--- src/core/host_port_pkg.sv ---
package host_port_pkg;

  // Access type field codes of the two select bits.
  localparam logic [1:0] ACC_CONTROL   = 2'h0;
  localparam logic [1:0] ACC_DATA_AUTO = 2'h1;
  localparam logic [1:0] ACC_ADDRESS   = 2'h2;
  localparam logic [1:0] ACC_DATA      = 2'h3;

  // Host side timing, in ns and in CPU clock periods.
  localparam int CLK_PERIOD_NS      = 5;
  localparam int STROBE_LOW_NS      = 10;
  localparam int STROBE_HIGH_NS     = 10;
  localparam int STROBE_LOW_CYCLES  = (STROBE_LOW_NS + CLK_PERIOD_NS - 1) / CLK_PERIOD_NS;
  localparam int STROBE_HIGH_CYCLES = (STROBE_HIGH_NS + CLK_PERIOD_NS - 1) / CLK_PERIOD_NS;
  // Data is valid about one period before ready falls.
  localparam int DATA_LEAD_NS       = 5;
  localparam int DATA_LEAD_CYCLES   = DATA_LEAD_NS / CLK_PERIOD_NS;

  localparam int DATA_WIDTH = 16;
  localparam int WORD_WIDTH = 32;

  // Reset values.
  localparam logic [15:0] BUS_RESET  = 16'h0000;
  localparam logic [31:0] WORD_RESET = 32'h0000_0000;

endpackage

--- src/core/host_port_if.sv ---
`timescale 1ns/10ps
interface host_port_if;
  logic        host_chip_select_n;
  logic        host_data_strobe_one;
  logic        host_data_strobe_two;
  logic        host_address_strobe_n;
  logic [1:0]  host_access_type;
  logic        host_read_not_write;
  logic        halfword_select;
  logic        host_busy_ready_n;
  logic [15:0] host_wdata;
  logic [15:0] host_rdata;
  logic        host_rdata_oe;

  modport device (
    input  host_chip_select_n, host_data_strobe_one, host_data_strobe_two,
    input  host_address_strobe_n, host_access_type, host_read_not_write,
    input  halfword_select, host_wdata,
    output host_busy_ready_n, host_rdata, host_rdata_oe
  );
  modport host (
    output host_chip_select_n, host_data_strobe_one, host_data_strobe_two,
    output host_address_strobe_n, host_access_type, host_read_not_write,
    output halfword_select, host_wdata,
    input  host_busy_ready_n, host_rdata, host_rdata_oe
  );
endinterface

--- src/core/host_port_device.sv ---
`timescale 1ns/10ps
module host_port_device #(
  parameter int DATA_WIDTH = host_port_pkg::DATA_WIDTH,
  parameter int WORD_WIDTH = host_port_pkg::WORD_WIDTH
) (
  input  wire logic                  clk,
  input  wire logic                  sys_rst,
  host_port_if.device                port,
  output logic                       fetch_req,
  input  wire logic                  fetch_done,
  input  wire logic [WORD_WIDTH-1:0] fetch_data,
  output logic                       xfer_req,
  output logic                       xfer_write,
  output logic                       xfer_auto,
  output logic [WORD_WIDTH-1:0]      xfer_data,
  input  wire logic                  xfer_done,
  output logic [1:0]                 reg_access_type,
  output logic                       reg_access_valid
);

  // ---------------------------------------------------------------
  // Pin synchronisers
  // ---------------------------------------------------------------
  logic [5:0] pin_s1_reg;
  logic [5:0] pin_s2_reg;
  logic [5:0] pin_raw;
  logic [DATA_WIDTH-1:0] wd_s1_reg;
  logic [DATA_WIDTH-1:0] wd_s2_reg;
  logic [3:0] sel_s1_reg;
  logic [3:0] sel_s2_reg;

  assign pin_raw = {port.host_chip_select_n, port.host_data_strobe_one,
                    port.host_data_strobe_two, port.host_address_strobe_n,
                    2'h0};

  always_ff @(posedge clk or posedge sys_rst) begin
    if (sys_rst) begin
      pin_s1_reg <= 6'h3e;
      pin_s2_reg <= 6'h3e;
      wd_s1_reg  <= '0;
      wd_s2_reg  <= '0;
      sel_s1_reg <= 4'h0;
      sel_s2_reg <= 4'h0;
    end else begin
      pin_s1_reg <= pin_raw;
      pin_s2_reg <= pin_s1_reg;
      wd_s1_reg  <= port.host_wdata;
      wd_s2_reg  <= wd_s1_reg;
      sel_s1_reg <= {port.host_access_type, port.host_read_not_write,
                     port.halfword_select};
      sel_s2_reg <= sel_s1_reg;
    end
  end

  logic cs_n;
  logic as_n;
  logic strobe_n;
  assign cs_n = pin_s2_reg[5];
  assign as_n = pin_s2_reg[2];
  assign strobe_n = ~(pin_s2_reg[4] ^ pin_s2_reg[3]) | cs_n;

  // ---------------------------------------------------------------
  // Access control
  // ---------------------------------------------------------------
  typedef enum logic [2:0] {
    ST_IDLE  = 3'b000,
    ST_FETCH = 3'b001,
    ST_LEAD  = 3'b011,
    ST_OPEN  = 3'b010,
    ST_XFER  = 3'b110
  } state_type;

  state_type             state_reg, state_next;
  logic                  strobe_d_reg, strobe_d_next;
  logic                  as_d_reg, as_d_next;
  logic                  as_seen_reg, as_seen_next;
  logic [3:0]            sel_reg, sel_next;
  logic                  busy_reg, busy_next;
  logic                  oe_reg, oe_next;
  logic [DATA_WIDTH-1:0] rdata_reg, rdata_next;
  logic [WORD_WIDTH-1:0] word_reg, word_next;
  logic                  fetch_reg, fetch_next;
  logic                  xreq_reg, xreq_next;
  logic                  acc_v_reg, acc_v_next;

  function automatic logic needs_xfer(input logic [3:0] s);
    // Data writes and all autoincrement accesses, reads and writes, need a memory transfer.
    needs_xfer = (s[3:2] == host_port_pkg::ACC_DATA_AUTO) ||
                 (s[3:2] == host_port_pkg::ACC_DATA && !s[1]);
  endfunction

  function automatic logic is_data(input logic [3:0] s);
    is_data = (s[3:2] == host_port_pkg::ACC_DATA_AUTO) ||
              (s[3:2] == host_port_pkg::ACC_DATA);
  endfunction

  logic strobe_fall;
  logic strobe_rise;
  logic as_fall;
  logic [3:0] sel_now;
  assign strobe_fall = strobe_d_reg & ~strobe_n;
  assign strobe_rise = ~strobe_d_reg & strobe_n;
  assign as_fall     = as_d_reg & ~as_n;

  always_comb begin
    state_next    = state_reg;
    strobe_d_next = strobe_n;
    as_d_next     = as_n;
    as_seen_next  = as_seen_reg;
    sel_next      = sel_reg;
    busy_next     = busy_reg;
    oe_next       = oe_reg;
    rdata_next    = rdata_reg;
    word_next     = word_reg;
    fetch_next    = 1'b0;
    xreq_next     = 1'b0;
    acc_v_next    = 1'b0;
    sel_now       = sel_reg;
    if (as_fall) begin
      sel_next     = sel_s2_reg;
      as_seen_next = 1'b1;
      if (is_data(sel_s2_reg) && sel_s2_reg[1] && !sel_s2_reg[0]) begin
        busy_next = 1'b1;
      end
    end
    if (strobe_fall) begin
      if (!as_seen_reg && !as_fall) begin
        sel_now  = sel_s2_reg;
        sel_next = sel_s2_reg;
      end else if (as_fall) begin
        sel_now = sel_s2_reg;
      end
      as_seen_next = 1'b0;
      acc_v_next   = ~is_data(sel_now);
      oe_next = sel_now[1];
      if (sel_now[1] && !sel_now[0]) begin
        rdata_next = word_reg[WORD_WIDTH-1:DATA_WIDTH];
      end else if (sel_now[1]) begin
        rdata_next = word_reg[DATA_WIDTH-1:0];
      end
    end
    case (state_reg)
      ST_IDLE: begin
        if (strobe_fall && is_data(sel_now) && sel_now[1] && !sel_now[0]) begin
          fetch_next = 1'b1;
          busy_next  = 1'b1;
          state_next = ST_FETCH;
        end else if (strobe_rise && is_data(sel_reg) && !sel_reg[1] && !sel_reg[0]) begin
          word_next[WORD_WIDTH-1:DATA_WIDTH] = wd_s2_reg;
        end else if (strobe_rise && sel_reg[0] && is_data(sel_reg)) begin
          if (!sel_reg[1]) begin
            word_next[DATA_WIDTH-1:0] = wd_s2_reg;
          end
          if (needs_xfer(sel_reg)) begin
            xreq_next  = 1'b1;
            busy_next  = 1'b1;
            state_next = ST_XFER;
          end
        end
      end
      ST_FETCH: begin
        fetch_next = ~fetch_done;
        if (fetch_done) begin
          word_next  = fetch_data;
          rdata_next = fetch_data[WORD_WIDTH-1:DATA_WIDTH];
          state_next = ST_LEAD;
        end
      end
      ST_LEAD: begin
        // data leads ready by a period
        busy_next  = 1'b0;
        state_next = ST_IDLE;
      end
      ST_XFER: begin
        xreq_next = ~xfer_done;
        if (xfer_done) begin
          busy_next  = 1'b0;
          state_next = ST_IDLE;
        end
      end
      default: begin
        state_next = ST_IDLE;
      end
    endcase
    if (strobe_rise) begin
      oe_next = 1'b0;
    end
    // address strobe busy only pending fetch
    if (state_reg == ST_IDLE && busy_reg && !as_seen_reg && !fetch_next && !as_fall) begin
      busy_next = 1'b0;
    end
  end

  always_ff @(posedge clk or posedge sys_rst) begin
    if (sys_rst) begin
      state_reg    <= ST_IDLE;
      strobe_d_reg <= 1'b1;
      as_d_reg     <= 1'b1;
      as_seen_reg  <= 1'b0;
      sel_reg      <= 4'h0;
      busy_reg     <= 1'b0;
      oe_reg       <= 1'b0;
      rdata_reg    <= host_port_pkg::BUS_RESET;
      word_reg     <= host_port_pkg::WORD_RESET;
      fetch_reg    <= 1'b0;
      xreq_reg     <= 1'b0;
      acc_v_reg    <= 1'b0;
    end else begin
      state_reg    <= state_next;
      strobe_d_reg <= strobe_d_next;
      as_d_reg     <= as_d_next;
      as_seen_reg  <= as_seen_next;
      sel_reg      <= sel_next;
      busy_reg     <= busy_next;
      oe_reg       <= oe_next;
      rdata_reg    <= rdata_next;
      word_reg     <= word_next;
      fetch_reg    <= fetch_next;
      xreq_reg     <= xreq_next;
      acc_v_reg    <= acc_v_next;
    end
  end

  assign port.host_busy_ready_n = busy_reg & ~port.host_chip_select_n;
  assign port.host_rdata        = rdata_reg;
  assign port.host_rdata_oe     = oe_reg;
  assign fetch_req        = fetch_reg;
  assign xfer_req         = xreq_reg;
  assign xfer_write       = ~sel_reg[1];
  assign xfer_auto        = (sel_reg[3:2] == host_port_pkg::ACC_DATA_AUTO);
  assign xfer_data        = word_reg;
  assign reg_access_type  = sel_reg[3:2];
  assign reg_access_valid = acc_v_reg;

endmodule // host_port_device

--- src/flat_wrapper.sv ---
// flat-port wrapper written by rule: the top's interface ports become plain ports
module host_port_device_flat 
#(
  parameter int DATA_WIDTH = host_port_pkg::DATA_WIDTH,
  parameter int WORD_WIDTH = host_port_pkg::WORD_WIDTH
)
  (clk, sys_rst, fetch_req, fetch_done, fetch_data, xfer_req, xfer_write, xfer_auto, xfer_data, xfer_done, reg_access_type, reg_access_valid, port_host_chip_select_n, port_host_data_strobe_one, port_host_data_strobe_two, port_host_address_strobe_n, port_host_access_type, port_host_read_not_write, port_halfword_select, port_host_wdata, port_host_busy_ready_n, port_host_rdata, port_host_rdata_oe);
  host_port_if port_i ();
  input  wire logic clk;
  input  wire logic sys_rst;
  output logic fetch_req;
  input  wire logic fetch_done;
  input  wire logic [WORD_WIDTH-1:0] fetch_data;
  output logic xfer_req;
  output logic xfer_write;
  output logic xfer_auto;
  output logic [WORD_WIDTH-1:0] xfer_data;
  input  wire logic xfer_done;
  output logic [1:0] reg_access_type;
  output logic reg_access_valid;
  input wire logic [$bits(port_i.host_chip_select_n)-1:0] port_host_chip_select_n;
  input wire logic [$bits(port_i.host_data_strobe_one)-1:0] port_host_data_strobe_one;
  input wire logic [$bits(port_i.host_data_strobe_two)-1:0] port_host_data_strobe_two;
  input wire logic [$bits(port_i.host_address_strobe_n)-1:0] port_host_address_strobe_n;
  input wire logic [$bits(port_i.host_access_type)-1:0] port_host_access_type;
  input wire logic [$bits(port_i.host_read_not_write)-1:0] port_host_read_not_write;
  input wire logic [$bits(port_i.halfword_select)-1:0] port_halfword_select;
  input wire logic [$bits(port_i.host_wdata)-1:0] port_host_wdata;
  output wire logic [$bits(port_i.host_busy_ready_n)-1:0] port_host_busy_ready_n;
  output wire logic [$bits(port_i.host_rdata)-1:0] port_host_rdata;
  output wire logic [$bits(port_i.host_rdata_oe)-1:0] port_host_rdata_oe;
  assign port_i.host_chip_select_n = port_host_chip_select_n;
  assign port_i.host_data_strobe_one = port_host_data_strobe_one;
  assign port_i.host_data_strobe_two = port_host_data_strobe_two;
  assign port_i.host_address_strobe_n = port_host_address_strobe_n;
  assign port_i.host_access_type = port_host_access_type;
  assign port_i.host_read_not_write = port_host_read_not_write;
  assign port_i.halfword_select = port_halfword_select;
  assign port_i.host_wdata = port_host_wdata;
  assign port_host_busy_ready_n = port_i.host_busy_ready_n;
  assign port_host_rdata = port_i.host_rdata;
  assign port_host_rdata_oe = port_i.host_rdata_oe;
  host_port_device #(.DATA_WIDTH(DATA_WIDTH), .WORD_WIDTH(WORD_WIDTH)) u_core (.clk(clk), .sys_rst(sys_rst), .port(port_i), .fetch_req(fetch_req), .fetch_done(fetch_done), .fetch_data(fetch_data), .xfer_req(xfer_req), .xfer_write(xfer_write), .xfer_auto(xfer_auto), .xfer_data(xfer_data), .xfer_done(xfer_done), .reg_access_type(reg_access_type), .reg_access_valid(reg_access_valid));
endmodule
--- config.mk ---
export PLATFORM = sky130hd
export DESIGN_NAME = host_port_device_flat
export DESIGN_NICKNAME = d
export VERILOG_FILES = /design/src/core/host_port_pkg.sv /design/src/core/host_port_if.sv /design/src/core/host_port_device.sv /design/src/flat_wrapper.sv
export SDC_FILE = /design/constraint.sdc
export NUM_CORES = 1
export LEC_CHECK = 0
export BUFFER_PORTS_ARGS = -buffer_cell sky130_fd_sc_hd__buf_2
export CAP_MARGIN = 30
export CORE_UTILIZATION = 25
export CTS_CLUSTER_DIAMETER = 40
export DETAILED_ROUTE_END_ITERATION = 8
export PLACE_DENSITY = 0.53
export SLEW_MARGIN = 20
export SYNTH_ARGS = -nofsm -noshare
export SYNTH_HDL_FRONTEND = slang
export SYNTH_SLANG_ARGS = --single-unit
--- constraint.sdc ---
create_clock -name clk -period 7.15 [get_ports clk]
set_input_delay 1.43 -clock clk [delete_from_list [all_inputs] [get_ports clk]]
set_output_delay 1.43 -clock clk [all_outputs]
set_load 0.02 [all_outputs]
==> metrics.md, run 1 <==
| Metric | Value |
|---|---|
| Status | `completed` |
| Post-synthesis sequential area ratio | `65.0%` |
| Clock sinks | `111` |
| Yosys warning total | `0` |
| Worst Tran Pin Value | `867 ps` |
| CTS tree | `yes` |
| Cell taking the most area after synthesis | `dfrtp_1` |
| Iteration-0 DRC Markers | `180` |
| First-pass GRT wire length | `18,000 um` |
| Core area | `0.0167 sq mm` |
| Worst reg2reg path depth | `6` |
| Initial Util | `25.7%` |
| Cell at the slowest stage of the critical path | `buf_2` |
| Gr ovfl total | `0` |
| Max Cap Viol | `0` |
| Tcrit/Tclk final | `45.2%` |
| DP Wirelength | `8080 um` |
| Detail Route Antenna Nets | `0` |
| Syn Std Cell Area | `0.00430 sq mm` |
| CP max stage delay | `170 ps` |
| Crit path from | `port_host_chip_select_n` |
| Yosys reg bits | `111` |
| Asr flop ratio synth | `100%` |
| FF-to-FF End | `u_core.xfer_data[23]` |
| PortBufs | `116` |
| Initial antenna violation count | `2` |
| Routed WL | `11,400 um` |
| Critical Path Stages | `3` |
| R2r startpoint | `u_core.state_reg[0]` |
| Cells after Synth | `371` |
| Fin. Hold Viols | `0` |
| Yosys cell types | `42` |
| Slew HR | `42.2%` |
| Main area contributors after synthesis | `dfrtp_1 (59%), dfstp_2 (6.1%), a21oi_1 (5.9%), mux2i_1 (3.7%), nand2_1 (3.3%)` |
| Clock tree buffer depth | `2` |
| Flop2flop setup slack | `4250 ps` |
| Setup slack after layout | `3920 ps` |
| Clock root cell | `clkbuf_16` |
| Leakage | `2.61 nW` |
| Max Fanout on Critical Path | `2` |
| CP startpoint kind | `input pin` |
| Area after DPL | `0.00508 sq mm` |
| Die height | `133 um` |
| Synthesized Nets | `433` |
| Maximum number of pins on one net before global-route repair | `71` |
| Arrival time worst endpoint | `1800 ps` |
| Placement Setup Slack | `3920 ps` |
| Power Dens Cells | `407 mW/mm^2` |
| Post-route DRC | `0` |
| Clock Pin Slew Worst Setup and Hold Paths | `70 ps` |
| Peak Freq | `0.309 GHz` |
| Final core utilization | `32.7%` |
| HP Class | `flop to flop` |
| Cts hold-fix bufs | `0` |
| Later-pin clock latency in the skew report | `350 ps` |
| Top delay family on crit path | `buffers and inverters` |
| Die W | `133 um` |
| Ports | `117` |
| Endpoints failing setup | `0` |
| DR vias | `3,115` |
| Final #Nets | `547` |
| Top cell type's share of synthesized area | `58.8%` |
| Worst EP required | `5720 ps` |
| Number of H-tree levels | `3` |
| Worst VDD drop | `108 uV` |
| RSZ-0062 raised after global routing | `no` |
| Number of global-route vias before repair | `3,198` |
| Worst path most repeated cell | `buf_2` |
| Row cnt | `47` |
| Die area | `0.0177 sq mm` |
| Primary FF master, synth | `dfrtp_1` |
| Wire per inst | `16.0 um` |
| Global Route Usage Sum | `13.4%` |
| Drt pass-1 iters | `4` |
| Max reg flops | `32` |
| Final Max Slew Viols | `0` |
| CTS buffer count | `9` |
| Post-CTS Setup Inserts | `0` |
| Post-CTS Resized | `0` |
| Via density per instance | `4.38` |
| Worst setup EP type | `output pin` |
| Final Cell Area | `0.00546 sq mm` |
| Syn-to-layout area delta | `27.1%` |
| Period minus WS final | `3230 ps` |
| Syn Area/Cell | `11.6 sq um` |
| Crit path buf inv count | `2` |
| Worst Skew | `8.81 ps` |
| Crit Path Class | `input pin to output pin` |
| Post-synth EDFFs | `0` |
| Placer Congestion | `0.881` |
| Final setup TNS | `0 ps` |
| Crit path cell chain | `buf_2 -> nor2b_1 -> buf_2` |
| Worst Setup EP | `port_host_busy_ready_n` |
| Layout cells sized above 1 | `32.0%` |
## kinds of logic after synthesis
| logic type | share of synthesized area [%] |
|---|---|
| flops | 65.0 |
| compound gates | 14.9 |
| simple gates | 10.5 |
| buf+inv | 4.63 |
| mux | 4.25 |
| fa+ha+maj | 0.582 |
| xor+xnor | 0.204 |
## where the power goes
group	leakage, nW	total (W)	switching (W)	internal [W]
clock network	0.168	0.000572	0.000222	0.000351
registers	1.32	0.000906	0.000118	0.000788
logic	1.13	0.000744	0.000480	0.000264
total	2.61	0.00222	0.000820	0.00140
## cell usage after synthesis, types with 2 or more instances
library cell	count
a211o_1	3
a21o_1	3
a21oi_1	51
buf_2	6
buf_4	7
clkbuf_1	4
dfrtp_1	101
dfstp_2	10
ha_1	2
inv_1	24
mux2_2	2
mux2i_1	16
nand2_1	38
nand2b_1	3
nor2_1	19
nor2b_1	19
nor3_1	2
o21ai_0	15
o21ai_1	8
o221ai_1	16
## per-layer routing
layer | global-route usage, % | share of wire, % | vias to the layer above
met3 | 3.64 | 4.7 | 20
met4 | 6.13 | 2.7 | 2
met5 | 0 | 0.11 | -
met1 | 18.2 | 47 | 1512
li1 | - | - | 1500
met2 | 19.8 | 45 | 81
## cells in the final DEF (no fill, tap or decap), drive strengths merged, types with 3 or more instances in the layout
cell type,instances
nand2,38
bufinv,3
a211o,3
nor2,19
mux2i,16
buf,121
a21o,4
o221ai,16
a21oi,52
o21ai,23
nor2b,19
inv,24
nor3,3
clkbuf,10
dfstp,10
nand2b,3
dfrtp,101
## area by class of cell
cell class / instances / area [sq um]
antenna: 1 / 2.50
tap: 220 / 275
clock inverter: 6 / 108
clock buffer: 10 / 239
fill: 1749 / 11200
sequential: 111 / 2790
inverter: 24 / 92.6
multi-input combinational: 218 / 1310
timing repair buffer: 121 / 638
## how the worst min path moves through the flow
stage | start | endpoint | depth (start not counted)
final | u_core.sel_s1_reg[2] | u_core.sel_s2_reg[2] | 0
after floorplan | u_core.sel_s1_reg[0] | u_core.sel_s2_reg[0] | 0
after global routing | u_core.wd_s1_reg[13] | u_core.wd_s2_reg[13] | 0
after detailed placement | u_core.wd_s1_reg[0] | u_core.wd_s2_reg[0] | 0
after global placement | u_core.wd_s1_reg[12] | u_core.wd_s2_reg[12] | 0
after CTS | u_core.wd_s1_reg[0] | u_core.wd_s2_reg[0] | 0
## per-stage QoR
step	cells	power, W	hold slack, ps
after floorplan	371	0.00139	331
after global placement	693	0.00165	333
final	711	0.00222	347
after CTS	709	0.00225	351
after detailed placement	693	0.00167	335
after global routing	711	0.00236	355
Power figures use the tool's default switching activity.
==> run 2, diff against run 1 <==
--- a/config.mk
+++ b/config.mk
@@ -10,7 +10,7 @@
 export CORE_UTILIZATION = 25
 export CTS_CLUSTER_DIAMETER = 40
 export DETAILED_ROUTE_END_ITERATION = 8
-export PLACE_DENSITY = 0.53
+export PLACE_DENSITY = 0.55
 export SLEW_MARGIN = 20
 export SYNTH_ARGS = -nofsm -noshare
 export SYNTH_HDL_FRONTEND = slang
==> constraint.sdc (replaced) <==
create_clock -name clk -period 2.96 [get_ports clk]
set_input_delay 0.592 -clock clk [delete_from_list [all_inputs] [get_ports clk]]
set_output_delay 0.592 -clock clk [all_outputs]
set_load 0.02 [all_outputs]
==> run 2 against run 1 <==
Non-clock buffer count is 1 higher. First-iteration DRC count decreased by 13%. Worst hold slack got worse by 6.1 ps. Final cell count is 0.42% higher. Clock-buffer cell count rose by 1. Clock power grew 110%. Via count about the same. Clock skew decreased by 2.0 ps. Register-to-register slack lost 3400 ps. Die area did not move. Sequential power increased by 140%. Global-route usage is 0.41 points higher. Critical endpoint is now u_core.xfer_data[16].
==> metrics.md, run 2 (synthesis gave the netlist of run 1 again) <==
| Metric | Value |
|---|---|
| Final Max Slew Viols | `0` |
| Global Route Usage Sum | `13.8%` |
| Crit Path Class | `flop to flop` |
| Leakage | `2.59 nW` |
| Worst EP required | `3170 ps` |
| Cts hold-fix bufs | `0` |
| Die W | `133 um` |
| Tcrit/Tclk final | `72.3%` |
| Worst Skew | `6.79 ps` |
| Row cnt | `47` |
| Period minus WS final | `2140 ps` |
| Peak Freq | `0.468 GHz` |
| Worst Tran Pin Value | `643 ps` |
| DR vias | `3,113` |
| Clock Pin Slew Worst Setup and Hold Paths | `70 ps` |
| CP max stage delay | `530 ps` |
| Worst setup EP type | `flop` |
| Fillers | `1,728` |
| Max Cap Viol | `0` |
| Core area | `0.0167 sq mm` |
| Multi-input logic area | `0.00131 sq mm` |
| Register area | `0.00279 sq mm` |
| RSZ-0062 raised after global routing | `no` |
| Total power | `0.00523 W` |
| Power Dens Cells | `965 mW/mm^2` |
| Endpoints failing setup | `0` |
| Max reg flops | `32` |
| CTS buffer count | `9` |
| Wire per inst | `16.1 um` |
| Syn-to-layout area delta | `26.1%` |
| Max Fanout on Critical Path | `32` |
| Die area | `0.0177 sq mm` |
| Commonest non-fill, non-tap cell in the layout | `buf_2` |
| CP startpoint kind | `flop` |
| Hold WS | `341 ps` |
| Final setup TNS | `0 ps` |
| Crit path cell chain | `xor2_1 -> nand2b_1 -> inv_1 -> ha_1 -> o211ai_1 -> a31o_2 -> nor2_1 -> a21oi_1` |
| Ports | `117` |
| Gr ovfl total | `0` |
| Clock sinks | `111` |
| Commonest non-fill, non-tap cells in the layout | `buf_2 (116), dfrtp_1 (101), a21oi_1 (51)` |
| Cell at the slowest stage of the critical path | `dfstp_2` |
| Number of H-tree levels | `3` |
| CTS tree | `yes` |
| Placer Congestion | `0.904` |
| Post-CTS Resized | `0` |
| Arrival time worst endpoint | `2350 ps` |
| Worst VDD drop | `270 uV` |
| DP Wirelength | `8180 um` |
| Drt pass-1 iters | `4` |
| Layout cells sized above 1 | `32.0%` |
| Later-pin clock latency in the skew report | `350 ps` |
| Post-route DRC | `0` |
| Iteration-0 DRC Markers | `157` |
| Die height | `133 um` |
| Number of global-route vias before repair | `3,256` |
| Status | `completed` |
| Flop2flop setup slack | `820 ps` |
| Via density per instance | `4.36` |
| Detail Route Antenna Nets | `0` |
| Slew HR | `57.2%` |
| Clock tree buffer depth | `2` |
| Initial antenna violation count | `3` |
| Initial Util | `25.7%` |
| Maximum number of pins on one net before global-route repair | `112` |
| First-pass GRT wire length | `18,400 um` |
| Routed WL | `11,500 um` |
| Post-CTS Setup Inserts | `0` |
| Fin. Hold Viols | `0` |
| HP Class | `input pin to asynchronous set/reset pin` |
| Final #Nets | `548` |
| PortBufs | `116` |
| Clock root cell | `clkbuf_16` |
-- run 2: changes by cell type in the layout (fill, tap and decap cells not counted) --
cell       previous run  this run
diode_2               1         4
bufinv_16             3         1
inv_4                 1         0
buf_12                0         1
buf_4                 4         5
clkbuf_8              1         2
clkinv_2              2         3
buf_16                1         0
-- run 2: cell type report --
class	count	share of cell area, %
inverter	24	1.73
tap	220	5.08
multi-input combinational	218	24.2
antenna	4	0.185
clock buffer	11	4.67
clock inverter	4	0.831
sequential	111	51.5
timing repair buffer	122	11.8
-- run 2: per-stage QoR --
step	std cells	setup slack, ps	util, %	cell area (sq um)
4_1_cts	710	806	32.4	5410
5_1_grt	712	591	32.4	5410
3_5_place_dp	695	842	30.6	5110
6_report	714	821	32.4	5420
3_3_place_gp	695	924	30.6	5110
2_1_floorplan	371	1030	-	4300
-- run 2: worst paths after layout --
kind,endpoint,cells past startpoint,start
min in group clk,u_core.pin_s1_reg[2],1,port_host_address_strobe_n
max in group asynchronous,u_core.sel_reg[3],3,sys_rst
max reg2reg,u_core.xfer_data[16],8,u_core.pin_s2_reg[4]
max,u_core.xfer_data[16],8,u_core.pin_s2_reg[4]
min reg2reg,u_core.wd_s2_reg[10],0,u_core.wd_s1_reg[10]
min,u_core.port.host_rdata[4],3,sys_rst
-- run 2: where the power goes --
| group | total (W) | switching [W] | internal [W] |
|---|---|---|---|
| clock | 0.00122 | 0.000527 | 0.000694 |
| combinational | 0.00180 | 0.00116 | 0.000640 |
| sequential | 0.00221 | 0.000305 | 0.00190 |
| total | 0.00523 | 0.00199 | 0.00324 |
-- run 2: critical path: cells and delay by family (launching register included) --
kind | cells | cell delay, ps
flip-flops | 1 | 530
AO/OA/AOI/OAI | 3 | 680
adder cells (fa/ha/maj) | 1 | 240
XOR/XNOR | 1 | 140
buffers and inverters | 1 | 80
AND/OR/NAND/NOR | 2 | 330
-- run 2: metal layers --
layer	vias up	wire [um]	global-route usage, %	share of wire (%)
li1	1501	-	-	-
met1	1491	5190	18.4	45
met2	102	5300	20.4	46
met3	19	620	3.49	5.4
met4	0	372	7.73	3.2
met5	-	0	0	0
